## src/dsc_pkg.sv

```systemverilog
package dsc_pkg;
  // register byte offsets
  localparam logic [7:0] OFS_CMD = 8'h30;
  localparam logic [7:0] OFS_XFER_COUNT = 8'h34;
  localparam logic [7:0] OFS_CTRL = 8'h40;
  localparam logic [7:0] OFS_IRQ_STATUS = 8'h44;
  localparam logic [7:0] OFS_IRQ_MASK = 8'h48;
  localparam logic [7:0] OFS_STATUS = 8'h4C;
  localparam logic [7:0] OFS_TF_DATA = 8'h50;
  // command codes
  localparam logic [7:0] CMD_GENERIC_HALT = 8'h13;
  localparam logic [7:0] CMD_TF_FIRST = 8'h21;
  localparam logic [7:0] CMD_TF_LAST = 8'h28;
  // ctrl register bit positions
  localparam int CTRL_START_BIT = 0;
  localparam int CTRL_DIR_IN_BIT = 1;
  localparam int CTRL_COUNT_EN_BIT = 2;
  // interrupt bit positions
  localparam int IRQ_HALT_DONE = 0;
  localparam int IRQ_TF_DONE = 1;
  localparam int IRQ_XFER_DONE = 2;
  localparam int IRQ_BITS = 3;
  // reset values
  localparam logic [31:0] XFER_COUNT_RESET = 32'h0000_0000;
  localparam logic [IRQ_BITS-1:0] IRQ_MASK_RESET = 3'h0;
  // axi responses
  localparam logic [1:0] RESP_OKAY = 2'h0;
  localparam logic [1:0] RESP_SLVERR = 2'h2;
  // timing
  localparam int CLK_PERIOD_NS = 50;
  localparam int FIFO_DRAIN_MAX_NS = 60;
  localparam int FIFO_DRAIN_CYCLES = (FIFO_DRAIN_MAX_NS / CLK_PERIOD_NS < 1) ? 1 :
                                     FIFO_DRAIN_MAX_NS / CLK_PERIOD_NS;
  localparam int DMA_FIFO_BYTES = 8;

  typedef enum logic [2:0] {
    ST_IDLE = 3'h0,
    ST_RUN = 3'h1,
    ST_DRAIN = 3'h3,
    ST_TF_REQ = 3'h2,
    ST_TF_WAIT = 3'h6
  } dsc_state_e;

  typedef struct packed {
    logic count_en;
    logic dir_in;
  } dsc_ctrl_s;

  // map a task file read command onto its register address
  function automatic logic [9:0] dsc_tf_addr(input logic [7:0] code);
    logic [9:0] addr;
    addr = 10'h1F1;
    unique case (code)
      8'h21: addr = 10'h1F1;
      8'h22: addr = 10'h1F2;
      8'h23: addr = 10'h1F3;
      8'h24: addr = 10'h1F4;
      8'h25: addr = 10'h1F5;
      8'h26: addr = 10'h1F6;
      8'h27: addr = 10'h3F6;
      default: addr = 10'h3F7;
    endcase
    return addr;
  endfunction : dsc_tf_addr
endpackage : dsc_pkg
```

## src/dsc_byte_fifo.sv

```systemverilog
`timescale 1ns/100ps
module dsc_byte_fifo
  import dsc_pkg::*;
#(
  parameter int WIDTH = 8,
  parameter int DEPTH = DMA_FIFO_BYTES
) (
  input wire logic sys_clk,
  input wire logic rstn,
  input wire logic in_valid,
  output logic in_ready,
  input wire logic [WIDTH-1:0] in_data,
  output logic out_valid,
  input wire logic out_ready,
  output logic [WIDTH-1:0] out_data,
  output logic [$clog2(DEPTH+1)-1:0] level
);
  localparam int PW = $clog2(DEPTH);
  localparam int LW = $clog2(DEPTH+1);
  localparam logic [LW-1:0] FULL_LEVEL = LW'(DEPTH);
  localparam logic [PW-1:0] LAST_PTR = PW'(DEPTH-1);

  logic [WIDTH-1:0] mem [DEPTH];
  logic [PW-1:0] wr_ptr, next_wr_ptr, rd_ptr, next_rd_ptr;
  logic [LW-1:0] next_level;
  logic push, pop;

  // honest full and empty straight from the level
  assign in_ready = (level != FULL_LEVEL);
  assign out_valid = (level != '0);
  assign out_data = mem[rd_ptr];
  assign push = in_valid & in_ready;
  assign pop = out_valid & out_ready;

  // pointer and level update
  always_comb begin
    next_wr_ptr = wr_ptr;
    next_rd_ptr = rd_ptr;
    next_level = level;
    if (push) begin
      next_wr_ptr = (wr_ptr == LAST_PTR) ? '0 : wr_ptr + 1'b1;
    end
    if (pop) begin
      next_rd_ptr = (rd_ptr == LAST_PTR) ? '0 : rd_ptr + 1'b1;
    end
    if (push && !pop) begin
      next_level = level + 1'b1;
    end else if (pop && !push) begin
      next_level = level - 1'b1;
    end
  end

  always_ff @(posedge sys_clk or negedge rstn) begin
    if (!rstn) begin
      wr_ptr <= '0;
      rd_ptr <= '0;
      level <= '0;
    end else begin
      wr_ptr <= next_wr_ptr;
      rd_ptr <= next_rd_ptr;
      level <= next_level;
    end
  end

  // storage needs no reset; only valid entries are ever read out
  always_ff @(posedge sys_clk) begin
    if (push) begin
      mem[wr_ptr] <= in_data;
    end
  end
endmodule : dsc_byte_fifo

```

## src/dsc_dma_core.sv

```systemverilog
`timescale 1ns/100ps
module dsc_dma_core
  import dsc_pkg::*;
(
  input wire logic sys_clk,
  input wire logic rstn,
  input wire logic usb_bus_reset,
  // axi4-lite slave
  input wire logic [7:0] s_axi_awaddr,
  input wire logic s_axi_awvalid,
  output logic s_axi_awready,
  input wire logic [31:0] s_axi_wdata,
  input wire logic [3:0] s_axi_wstrb,
  input wire logic s_axi_wvalid,
  output logic s_axi_wready,
  output logic [1:0] s_axi_bresp,
  output logic s_axi_bvalid,
  input wire logic s_axi_bready,
  input wire logic [7:0] s_axi_araddr,
  input wire logic s_axi_arvalid,
  output logic s_axi_arready,
  output logic [31:0] s_axi_rdata,
  output logic [1:0] s_axi_rresp,
  output logic s_axi_rvalid,
  input wire logic s_axi_rready,
  output logic irq,
  // external dma bus, in direction
  input wire logic dma_in_valid,
  input wire logic [7:0] dma_in_data,
  output logic dma_in_ready,
  // external dma bus, out direction
  output logic dma_out_valid,
  output logic [7:0] dma_out_data,
  input wire logic dma_out_ready,
  // endpoint buffer, in direction
  output logic ep_in_valid,
  output logic [7:0] ep_in_data,
  input wire logic ep_in_ready,
  // endpoint buffer, out direction
  input wire logic ep_out_valid,
  input wire logic [7:0] ep_out_data,
  output logic ep_out_ready,
  output logic ep_out_unget,
  output logic ep_out_release,
  // task file access
  output logic tf_rd_req,
  output logic [9:0] tf_rd_addr,
  input wire logic tf_rd_done,
  input wire logic [7:0] tf_rd_data
);
  localparam int LW = $clog2(DMA_FIFO_BYTES+1);

  // register bus state
  logic bvalid, next_bvalid, rvalid, next_rvalid;
  logic [1:0] bresp, next_bresp, rresp, next_rresp;
  logic [31:0] rdata, next_rdata;
  logic wr_take, rd_take;

  // control state
  dsc_state_e state, next_state;
  dsc_ctrl_s ctrl, next_ctrl;
  logic halting, next_halting;
  logic [31:0] xfer_byte_counter, next_xfer_byte_counter;
  logic [IRQ_BITS-1:0] irq_status, next_irq_status, irq_mask, next_irq_mask, irq_set;
  logic [7:0] tf_data, next_tf_data;
  logic [9:0] tf_addr_q, next_tf_addr;
  logic out_full, next_out_full;
  logic [7:0] out_byte, next_out_byte;
  logic unget, next_unget, release_q, next_release;

  // datapath strobes
  logic in_push, out_take, out_load, byte_moved;
  logic [LW-1:0] fifo_level;
  logic fifo_in_ready;
  logic fifo_empty;
  logic cmd_wr, ctrl_wr, start_req;
  logic [7:0] cmd_code;
  logic last_byte;

  // in-direction dma fifo, drained every cycle the endpoint accepts
  dsc_byte_fifo #(
    .WIDTH(8),
    .DEPTH(DMA_FIFO_BYTES)
  ) u_in_fifo (
    .sys_clk(sys_clk),
    .rstn(rstn),
    .in_valid(in_push),
    .in_ready(fifo_in_ready),
    .in_data(dma_in_data),
    .out_valid(ep_in_valid),
    .out_ready(ep_in_ready),
    .out_data(ep_in_data),
    .level(fifo_level)
  );

  // one byte taken from the dma bus per data cycle
  assign dma_in_ready = (state == ST_RUN) && ctrl.dir_in && fifo_in_ready;
  assign in_push = dma_in_valid & dma_in_ready;
  assign fifo_empty = (fifo_level == '0);

  // out stage holds one byte taken from the endpoint until the dma bus takes it or a halt hands it back to the endpoint
  assign dma_out_valid = out_full;
  assign dma_out_data = out_byte;
  assign out_take = out_full & dma_out_ready;
  // no fetch once the last counted byte leaves, or an extra byte would go out in drain
  assign ep_out_ready = (state == ST_RUN) && !ctrl.dir_in && (!out_full || dma_out_ready) && !last_byte;
  assign out_load = ep_out_valid & ep_out_ready;
  assign ep_out_unget = unget;
  assign ep_out_release = release_q;

  assign byte_moved = in_push | out_take;
  assign last_byte = ctrl.count_en && byte_moved && (xfer_byte_counter == 32'h0000_0001);

  assign tf_rd_req = (state == ST_TF_REQ) || (state == ST_TF_WAIT);
  assign tf_rd_addr = tf_addr_q;
  assign irq = |(irq_status & irq_mask);

  // axi handshake: write address and data taken together, one response at a time
  assign wr_take = s_axi_awvalid & s_axi_wvalid & ~bvalid;
  assign s_axi_awready = wr_take;
  assign s_axi_wready = wr_take;
  assign rd_take = s_axi_arvalid & ~rvalid;
  assign s_axi_arready = ~rvalid;
  assign s_axi_bvalid = bvalid;
  assign s_axi_bresp = bresp;
  assign s_axi_rvalid = rvalid;
  assign s_axi_rdata = rdata;
  assign s_axi_rresp = rresp;

  assign cmd_wr = wr_take && (s_axi_awaddr == OFS_CMD) && s_axi_wstrb[0];
  assign cmd_code = s_axi_wdata[7:0];
  assign ctrl_wr = wr_take && (s_axi_awaddr == OFS_CTRL) && s_axi_wstrb[0];
  assign start_req = ctrl_wr && s_axi_wdata[CTRL_START_BIT];

  // address decode and read mux
  always_comb begin
    next_bvalid = bvalid;
    next_bresp = bresp;
    next_rvalid = rvalid;
    next_rresp = rresp;
    next_rdata = rdata;
    if (bvalid && s_axi_bready) begin
      next_bvalid = 1'b0;
    end
    if (wr_take) begin
      next_bvalid = 1'b1;
      unique case (s_axi_awaddr)
        OFS_CMD, OFS_XFER_COUNT, OFS_CTRL, OFS_IRQ_STATUS, OFS_IRQ_MASK: next_bresp = RESP_OKAY;
        default: next_bresp = RESP_SLVERR;
      endcase
    end
    if (rvalid && s_axi_rready) begin
      next_rvalid = 1'b0;
    end
    if (rd_take) begin
      next_rvalid = 1'b1;
      next_rresp = RESP_OKAY;
      unique case (s_axi_araddr)
        OFS_CMD: next_rdata = 32'h0000_0000;
        OFS_XFER_COUNT: next_rdata = xfer_byte_counter;
        OFS_CTRL: next_rdata = {29'h0000_0000, ctrl.count_en, ctrl.dir_in, 1'b0};
        OFS_IRQ_STATUS: next_rdata = {29'h0000_0000, irq_status};
        OFS_IRQ_MASK: next_rdata = {29'h0000_0000, irq_mask};
        OFS_STATUS: next_rdata = {20'h0_0000, 4'(fifo_level), 1'b0, out_full, halting, 2'h0, state};
        OFS_TF_DATA: next_rdata = {24'h00_0000, tf_data};
        default: begin
          next_rdata = 32'h0000_0000;
          next_rresp = RESP_SLVERR;
        end
      endcase
    end
  end

  always_ff @(posedge sys_clk or negedge rstn) begin
    if (!rstn) begin
      bvalid <= 1'b0;
      bresp <= RESP_OKAY;
      rvalid <= 1'b0;
      rresp <= RESP_OKAY;
      rdata <= 32'h0000_0000;
    end else begin
      bvalid <= next_bvalid;
      bresp <= next_bresp;
      rvalid <= next_rvalid;
      rresp <= next_rresp;
      rdata <= next_rdata;
    end
  end

  // sequencer: generic transfer, halt, drain and task file reads
  always_comb begin
    next_state = state;
    next_ctrl = ctrl;
    next_halting = halting;
    next_tf_addr = tf_addr_q;
    next_tf_data = tf_data;
    next_unget = 1'b0;
    next_release = 1'b0;
    next_out_full = out_full;
    next_out_byte = out_byte;
    irq_set = '0;
    if (out_take) begin
      next_out_full = 1'b0;
    end
    if (out_load) begin
      next_out_full = 1'b1;
      next_out_byte = ep_out_data;
    end
    unique case (state)
      ST_IDLE: begin
        if (ctrl_wr) begin
          next_ctrl.dir_in = s_axi_wdata[CTRL_DIR_IN_BIT];
          next_ctrl.count_en = s_axi_wdata[CTRL_COUNT_EN_BIT];
        end
        if (start_req) begin
          next_state = ST_RUN;
          next_halting = 1'b0;
        end else if (cmd_wr && cmd_code == CMD_GENERIC_HALT) begin
          irq_set[IRQ_HALT_DONE] = 1'b1;
        end else if (cmd_wr && cmd_code >= CMD_TF_FIRST && cmd_code <= CMD_TF_LAST) begin
          next_tf_addr = dsc_tf_addr(cmd_code);
          next_state = ST_TF_REQ;
        end
        // any other code, reserved included, starts nothing
      end
      ST_RUN: begin
        if (cmd_wr && cmd_code == CMD_GENERIC_HALT) begin
          next_state = ST_DRAIN;
          next_halting = 1'b1;
          if (!ctrl.dir_in) begin
            // staged byte goes back so the endpoint keeps it
            next_unget = next_out_full;
            next_out_full = 1'b0;
          end
        end else if (last_byte) begin
          next_state = ST_DRAIN;
        end
      end
      ST_DRAIN: begin
        // in: wait for the fifo to flush; out: wait for the stage to empty
        if (ctrl.dir_in ? fifo_empty : !out_full) begin
          next_state = ST_IDLE;
          if (halting) begin
            irq_set[IRQ_HALT_DONE] = 1'b1;
          end else begin
            irq_set[IRQ_XFER_DONE] = 1'b1;
            next_release = !ctrl.dir_in;
          end
        end
      end
      ST_TF_REQ: begin
        next_state = ST_TF_WAIT;
      end
      ST_TF_WAIT: begin
        if (tf_rd_done) begin
          next_tf_data = tf_rd_data;
          irq_set[IRQ_TF_DONE] = 1'b1;
          next_state = ST_IDLE;
        end
      end
      default: next_state = ST_IDLE;
    endcase
  end

  // counter, interrupt status and mask
  always_comb begin
    next_xfer_byte_counter = xfer_byte_counter;
    next_irq_status = irq_status;
    next_irq_mask = irq_mask;
    if (byte_moved) begin
      // free-running wrap when counting is off
      next_xfer_byte_counter = xfer_byte_counter - 32'h0000_0001;
    end
    if (wr_take && s_axi_awaddr == OFS_XFER_COUNT) begin
      for (int i = 0; i < 4; i++) begin
        if (s_axi_wstrb[i]) begin
          next_xfer_byte_counter[i*8 +: 8] = s_axi_wdata[i*8 +: 8];
        end
      end
    end
    if (usb_bus_reset) begin
      next_xfer_byte_counter = XFER_COUNT_RESET;
    end
    if (wr_take && s_axi_awaddr == OFS_IRQ_MASK && s_axi_wstrb[0]) begin
      next_irq_mask = s_axi_wdata[IRQ_BITS-1:0];
    end
    if (wr_take && s_axi_awaddr == OFS_IRQ_STATUS && s_axi_wstrb[0]) begin
      next_irq_status = irq_status & ~s_axi_wdata[IRQ_BITS-1:0];
    end
    // a set in the clearing cycle wins
    next_irq_status = next_irq_status | irq_set;
  end

  always_ff @(posedge sys_clk or negedge rstn) begin
    if (!rstn) begin
      state <= ST_IDLE;
      ctrl <= '0;
      halting <= 1'b0;
      tf_addr_q <= 10'h000;
      tf_data <= 8'h00;
      unget <= 1'b0;
      release_q <= 1'b0;
      out_full <= 1'b0;
      out_byte <= 8'h00;
      xfer_byte_counter <= XFER_COUNT_RESET;
      irq_status <= '0;
      irq_mask <= IRQ_MASK_RESET;
    end else begin
      state <= next_state;
      ctrl <= next_ctrl;
      halting <= next_halting;
      tf_addr_q <= next_tf_addr;
      tf_data <= next_tf_data;
      unget <= next_unget;
      release_q <= next_release;
      out_full <= next_out_full;
      out_byte <= next_out_byte;
      xfer_byte_counter <= next_xfer_byte_counter;
      irq_status <= next_irq_status;
      irq_mask <= next_irq_mask;
    end
  end
endmodule : dsc_dma_core

```

## config.mk

```make
export PLATFORM = sky130hd
export DESIGN_NAME = dsc_dma_core
export DESIGN_NICKNAME = d
export VERILOG_FILES = /design/src/dsc_pkg.sv /design/src/dsc_byte_fifo.sv /design/src/dsc_dma_core.sv
export SDC_FILE = /design/constraint.sdc
export NUM_CORES = 1
export LEC_CHECK = 0
export ABC_AREA = 1
export BUFFER_PORTS_ARGS = -buffer_cell sky130_fd_sc_hd__buf_2
export CAP_MARGIN = 25
export CORE_UTILIZATION = 40
export DETAILED_ROUTE_END_ITERATION = 8
export GPL_ROUTABILITY_DRIVEN = 0
export GPL_TIMING_DRIVEN = 0
export HOLD_SLACK_MARGIN = 0.03
export PLACE_DENSITY = 0.64
export SLEW_MARGIN = 25
export SYNTH_ARGS = -nofsm -noshare
export SYNTH_HDL_FRONTEND = slang
export SYNTH_SLANG_ARGS = --single-unit
```

## constraint.sdc

```tcl
create_clock -name sys_clk -period 3.3 [get_ports sys_clk]
set_clock_uncertainty 0.05 [all_clocks]
set_input_delay 0.33 -clock sys_clk [delete_from_list [all_inputs] [get_ports sys_clk]]
set_output_delay 0.33 -clock sys_clk [all_outputs]
set_load 0.01 [all_outputs]
```

# Word-level counts from Yosys, hierarchy flattened
# Memory sizes are Yosys's and may differ from the RTL's.
# Cells that the tools add are included.
# totals
ff_bits,121
ram_bits,64
out_inout_bits,75
elab_cells,182
memories,1
# mem_list
name,words,width,rd,rd_clocked_by_memory_dff,wr,line_no,source
u_in_fifo.mem,8,8,1,0,1,dsc_byte_fifo.sv:23,logic [WIDTH-1:0] mem [DEPTH];
# classes
add_sub_neg,5
magnitude_cmp,2
eq_ne,35
mux,55
bitwise_logic,17
n_reduce_logical,46
# ops
cell,count
$pmux W32 S6,1
$mux W32,3
$eq A8 B6 Y1 const B,11
$pmux W10 S7,1
$eq A8 B7 Y1 const B,8
$eq A32 B1 Y1 const B,1
$mux W8,4
$sub A32 B1 Y32 const B,1
$mux W3,10
$mux W1,29
$logic_and A1 B1 Y1,24
$pmux W3 S5,1
$eq A3 B3 Y1 const B,3
$and A1 B1 Y1,8
$eq A8 B5 Y1 const B,1
$ge A8 B6 Y1 const B,1
$le A8 B6 Y1 const B,1
$mux W4,2
$reduce_bool A2 Y1,4
$reduce_or A7 Y1,1
$add A3 B1 Y3 const B,2
$and A3 B3 Y3,2
$eq A3 B2 Y1 const B,2
$ne A2 B2 Y1 const B,3
24 further kinds,36

# Depth between registers and ports, before layout
# logic_depth
ltp_word,14
ltp_mapped,15
mapped_depth_nobuf,14

# Hierarchy
# Synthesis repeated with hierarchy kept, for this count alone.
# unflattened
cells_unflattened,1110
area_unflattened_um2,9399.0
# modules_own_cells
module,n_inst,cells_each,area_each_um2,seq_area_each_um2
dsc_dma_core,1,809,6107.1,2602.5
dsc_byte_fifo,1,301,3291.9,2172.1

# Worst setup path before layout
# No wires, ideal clock.
# synth_timing
path_type,reg2reg
startpoint,reg state[2]
endpoint,reg u_in_fifo.level[3]
t_arrival_ns,2.089
setup_slack_ns,1.036
path_stages_with_launch,16
period_less_slack_ns,2.264
path_cell_list,dfrtp_1 -> buf_6 -> nor2_4 -> nand2_2 -> nor2_4 -> nand3_2 -> inv_1 -> ha_1 -> inv_1 -> ha_1 -> a21o_1 -> a21oi_1 -> nand2_1 -> nand2_1 -> nor2_1 -> xor2_1
# synth_between
elab_chain_len,8
elab_cells_between_ends,10
cone_classes,1 x eq/ne; 1 x mux; 2 x bitwise; 6 x reduce/logical
# synth_lines
item,line_no,source
"start, declared",dsc_dma_core.sv:60,"dsc_state_e state, next_state;"
"start signal, assigned",dsc_dma_core.sv:309,state <= next_state;
$eq A3 B1 Y1 *,dsc_dma_core.sv:97,assign dma_in_ready = (state == ST_RUN) && ctrl.dir_in && fifo_in_ready;
$logic_and A1 B1 Y1 * (2 in series),dsc_dma_core.sv:97,
$and A1 B1 Y1 *,dsc_dma_core.sv:98,assign in_push = dma_in_valid & dma_in_ready;
$and A1 B1 Y1 *,dsc_byte_fifo.sv:32,assign push = in_valid & in_ready;
net u_in_fifo.push,dsc_byte_fifo.sv:26,"logic push, pop;"
$logic_not A1 Y1,dsc_byte_fifo.sv:48,end else if (pop && !push) begin
$logic_and A1 B1 Y1,dsc_byte_fifo.sv:48,
$reduce_bool A2 Y1 (no line),-,
"end signal, assigned",dsc_byte_fifo.sv:61,level <= next_level;
"end, declared",dsc_byte_fifo.sv:16,output logic [$clog2(DEPTH+1)-1:0] level
# The timed path passes the listed nets; every way through them passes the cells marked *.
# A chain may end at the register's enable or synchronous reset.

# Final worst setup path
# layout_timing
startpoint,reg u_in_fifo.rd_ptr[1]
endpoint,out ep_in_data[6]
# layout_between
elab_chain_len,1
# layout_lines
item,line_no,source
"start, declared",dsc_byte_fifo.sv:24,"logic [PW-1:0] wr_ptr, next_wr_ptr, rd_ptr, next_rd_ptr;"
"start signal, assigned",dsc_byte_fifo.sv:60,rd_ptr <= next_rd_ptr;
$mem_v2 Z8 W8,-,
"end, declared",dsc_dma_core.sv:37,"output logic [7:0] ep_in_data,"
# Every way passes these cells.

==> results.md <==
- Max-cap violations: 0
- Final net count: 1,358
- Worst-Margin Slew: 0.831 ns
- DRC viols: 0
- Vias in the first global route: 7,660
- CTS H-tree depth: 4
- Antenna violations before repair: 0
- Largest net degree at the start of global routing: 72
- Final ANT Viol Nets: 0
- Syn Area/Cell: 8.47 um2
- Arrival @ worst endpoint: 2.31 ns
- Rows: 54
- Root buf cell: clkbuf_16
- Clock Path Buffers: 2
- Period utilization: 81.7%
- Min cycle time layout: 2.69 ns
- Setup crit end: ep_in_data[6]
- First DRT Iteration DRCs: 554
- Post-synthesis cell count: 1,073
- Fin. max-slew vios: 0
- Cell with the most instances after synthesis: nand2_1
- Crit path capture type: output port
- Initial Util: 41.3%
- Switch Pwr: 1960 uW
- Status: complete, no violations
- Slack of the critical path: 0.605 ns
- Crit. Startpoint: u_in_fifo.rd_ptr[1]
- Worst-path clk slew: 0.08 ns
- TritonCTS Buffers: 17
- Power per Cell Area: 538 nW/um2
- Sw Share: 33.3%
- GRT Overall Usage: 21.4%
- Multi-input gate area: 3630 um2
- Die Y: 153 um
- Drt wl/cell: 15.7 um
- Number of diodes: 0
- Power share of the sequential group: 42.6%
- CP Class: flip-flop to output port
- Top post-synthesis cells by area: dfrtp_1 31%, edfxtp_1 21%, nand2_1 9.0%
- Core footprint: 22,000 um2
- Clock Power Share: 35.2%
- Area share of the largest cell type after synthesis: 31.4%
- Unrepaired setup endpoints after global routing: false
- Synth warnings: 0
- Via density: 5.05
- GRT overflow: 0
- DRT Pass-1 Iters: 9
- Final Setup Violations: 0
- CP Launch Type: flip-flop
- Pint: 3940 uW
- Combinational cell fraction of total power: 22.2%
- Critical Path RT: 2.92 ns
- Sequential share of the synthesized area: 52.5%
- EDFF count, synth: 64
- Die width: 153 um
- Worst-path fanout max: 10
- Syn Std Cell Area: 9090 um2
- LEAKAGE: 0.00537 uW
- I/O Pins: 164
- VDD IR max: 0.000292 V
- Worst skew pair latency: 0.44 ns
- Launching point of the worst reg2reg path: state[2]
- CTS Sinks: 178
- CTS tree: built
- Share of cells above drive strength 1: 20.3%
- Worst reg2reg path depth: 15
- Cell taking the most area after synthesis: dfrtp_1
- Die ar.: 23,300 um2
- Rel. slew slack: 44.3%
- Total negative slack: 0 ns
- Hold WC Path Type: primary input to flip-flop
- Dpl hpwl: 18.1 mm
- Setup slack after placement: 0.726 ns
- First-pass GRT wire length: 39.2 mm
- Layout area overhead: 20.7%
- Critical R2R Capture: u_in_fifo.level[3]
- WL final: 24.3 mm
- Post-CTS Setup Inserts: 0
- Ys flop type: dfrtp_1
- Max Clock Freq: 371 MHz
- Final Hold Viols: 0
- Ys async rst share: 64.0%
- Vias: 7,844
- Sequential Area: 4770 um2
- Yosys reg bits: 178
- Setup slack, reg-to-reg: 0.72 ns
- Post-synth top cells: 219 x nand2_1, 148 x nor2_1, 122 x inv_1
- Fill cells: 2,144
- Port Buffers: 160
- Cell variety after synth: 47
==> cell type report <==
type / count / area share [%]
timing repair buffer: 165 / 8.00
buffer: 43 / 2.25
inverter: 125 / 4.28
multi-input combinational: 729 / 33.1
sequential: 178 / 43.5
clock inverter: 15 / 1.82
tap: 280 / 3.19
clock buffer: 17 / 3.88
==> power by group through the flow <==
stage               logic (uW)  clock network [uW]  registers, uW
finish                    1310                2080           2510
global route              1480                2200           2530
CTS                       1320                2120           2520
detailed placement        1320                   0           2560
global placement          1280                   0           2560
floorplan                  838                   0           2540
==> placed cells by master, fill, tap and decap left out, types with 4 or more instances in the layout <==
master           n
nand2_1        219
buf_2          166
nor2_1         148
inv_1          122
dfrtp_1        114
o21ai_0        106
nand3_1         71
edfxtp_1        64
a21oi_1         31
clkbuf_1        20
clkbuf_16       17
xor2_1          16
o31ai_1         16
nand4_1         14
nor3_1          12
buf_4           11
a31oi_1          9
o22ai_1          9
ha_1             9
nand2_2          8
mux2_2           8
nor3_2           7
o211ai_1         6
clkinv_8         6
o21ai_1          5
nor2_2           4
or2_2            4
inv_8            4
dlygate4sd3_1    4
==> logic make-up after synthesis <==
logic type	count (synthesis)	share of synthesized area [%]
flip-flops	178	52.5
XOR/XNOR	18	1.73
AND/OR/NAND/NOR	502	24.0
adder cells (fa/ha/maj)	10	1.46
buffers and inverters	168	7.87
other	1	0.0412
AO/OA/AOI/OAI	188	11.4
multiplexers	8	0.991
==> how the worst min path moves through the flow <==
stage / startpoint / endpoint / slack (ns) / cells after the start
floorplan: rstn / ctrl[0] / -0.02 / 0
global placement: s_axi_rdata[7] / s_axi_rdata[7] / 0.41 / 2
detailed placement: rstn / s_axi_bresp[1] / 0.20 / 1
CTS: tf_rd_data[7] / tf_data[7] / 0.07 / 2
global route: tf_rd_data[0] / tf_data[0] / 0.07 / 2
finish: tf_rd_data[0] / tf_data[0] / 0.08 / 2
==> worst max-delay path: stages (launching register included) <==
cell,delay (ns)
dfrtp_1,0.48
inv_1,0.24
clkbuf_1,0.40
o21ai_0,0.21
o22ai_1,0.16
nor2_1,0.06
a31oi_1,0.18
buf_2,0.16
==> layer usage <==
| metal | track usage, % | wire (um) | vias to the layer above |
|---|---|---|---|
| met4 | 6.59 | 363 | 0 |
| met2 | 33.3 | 10900 | 271 |
| met5 | 0 | 0 | - |
| met1 | 29.8 | 11400 | 3635 |
| met3 | 4.64 | 1580 | 25 |
| li1 | - | - | 3913 |
==> per-stage QoR <==
step | area, um2 | hold WS [ns] | utilization [%] | instances | power, uW
2_1_floorplan | 9100 | -0.0156 | - | 1075 | 3380
3_3_place_gp | 10300 | 0.411 | 46.5 | 1515 | 3840
3_5_place_dp | 10300 | 0.198 | 46.8 | 1516 | 3880
4_1_cts | 11000 | 0.0672 | 49.8 | 1552 | 5960
5_1_grt | 11000 | 0.0728 | 49.8 | 1552 | 6210
6_report | 11000 | 0.0760 | 49.8 | 1552 | 5910
==> flip-flops by register name, indices dropped and copies added, names as in the netlist, 2 cells and up <==
name	count
u_in_fifo.mem	64
s_axi_rdata	32
xfer_byte_counter	32
dma_out_data	8
tf_data	8
tf_rd_addr	5
u_in_fifo.level	4
irq_mask	3
irq_status	3
state	3
u_in_fifo.rd_ptr	3
u_in_fifo.wr_ptr	3
ctrl	2
==> what timing repair did <==
item,4_1_cts,5_1_grt
hold buffers,4,0
resized for setup,0,0
hold endpoints to repair,46,0
(Power assumes the default switching activity.)
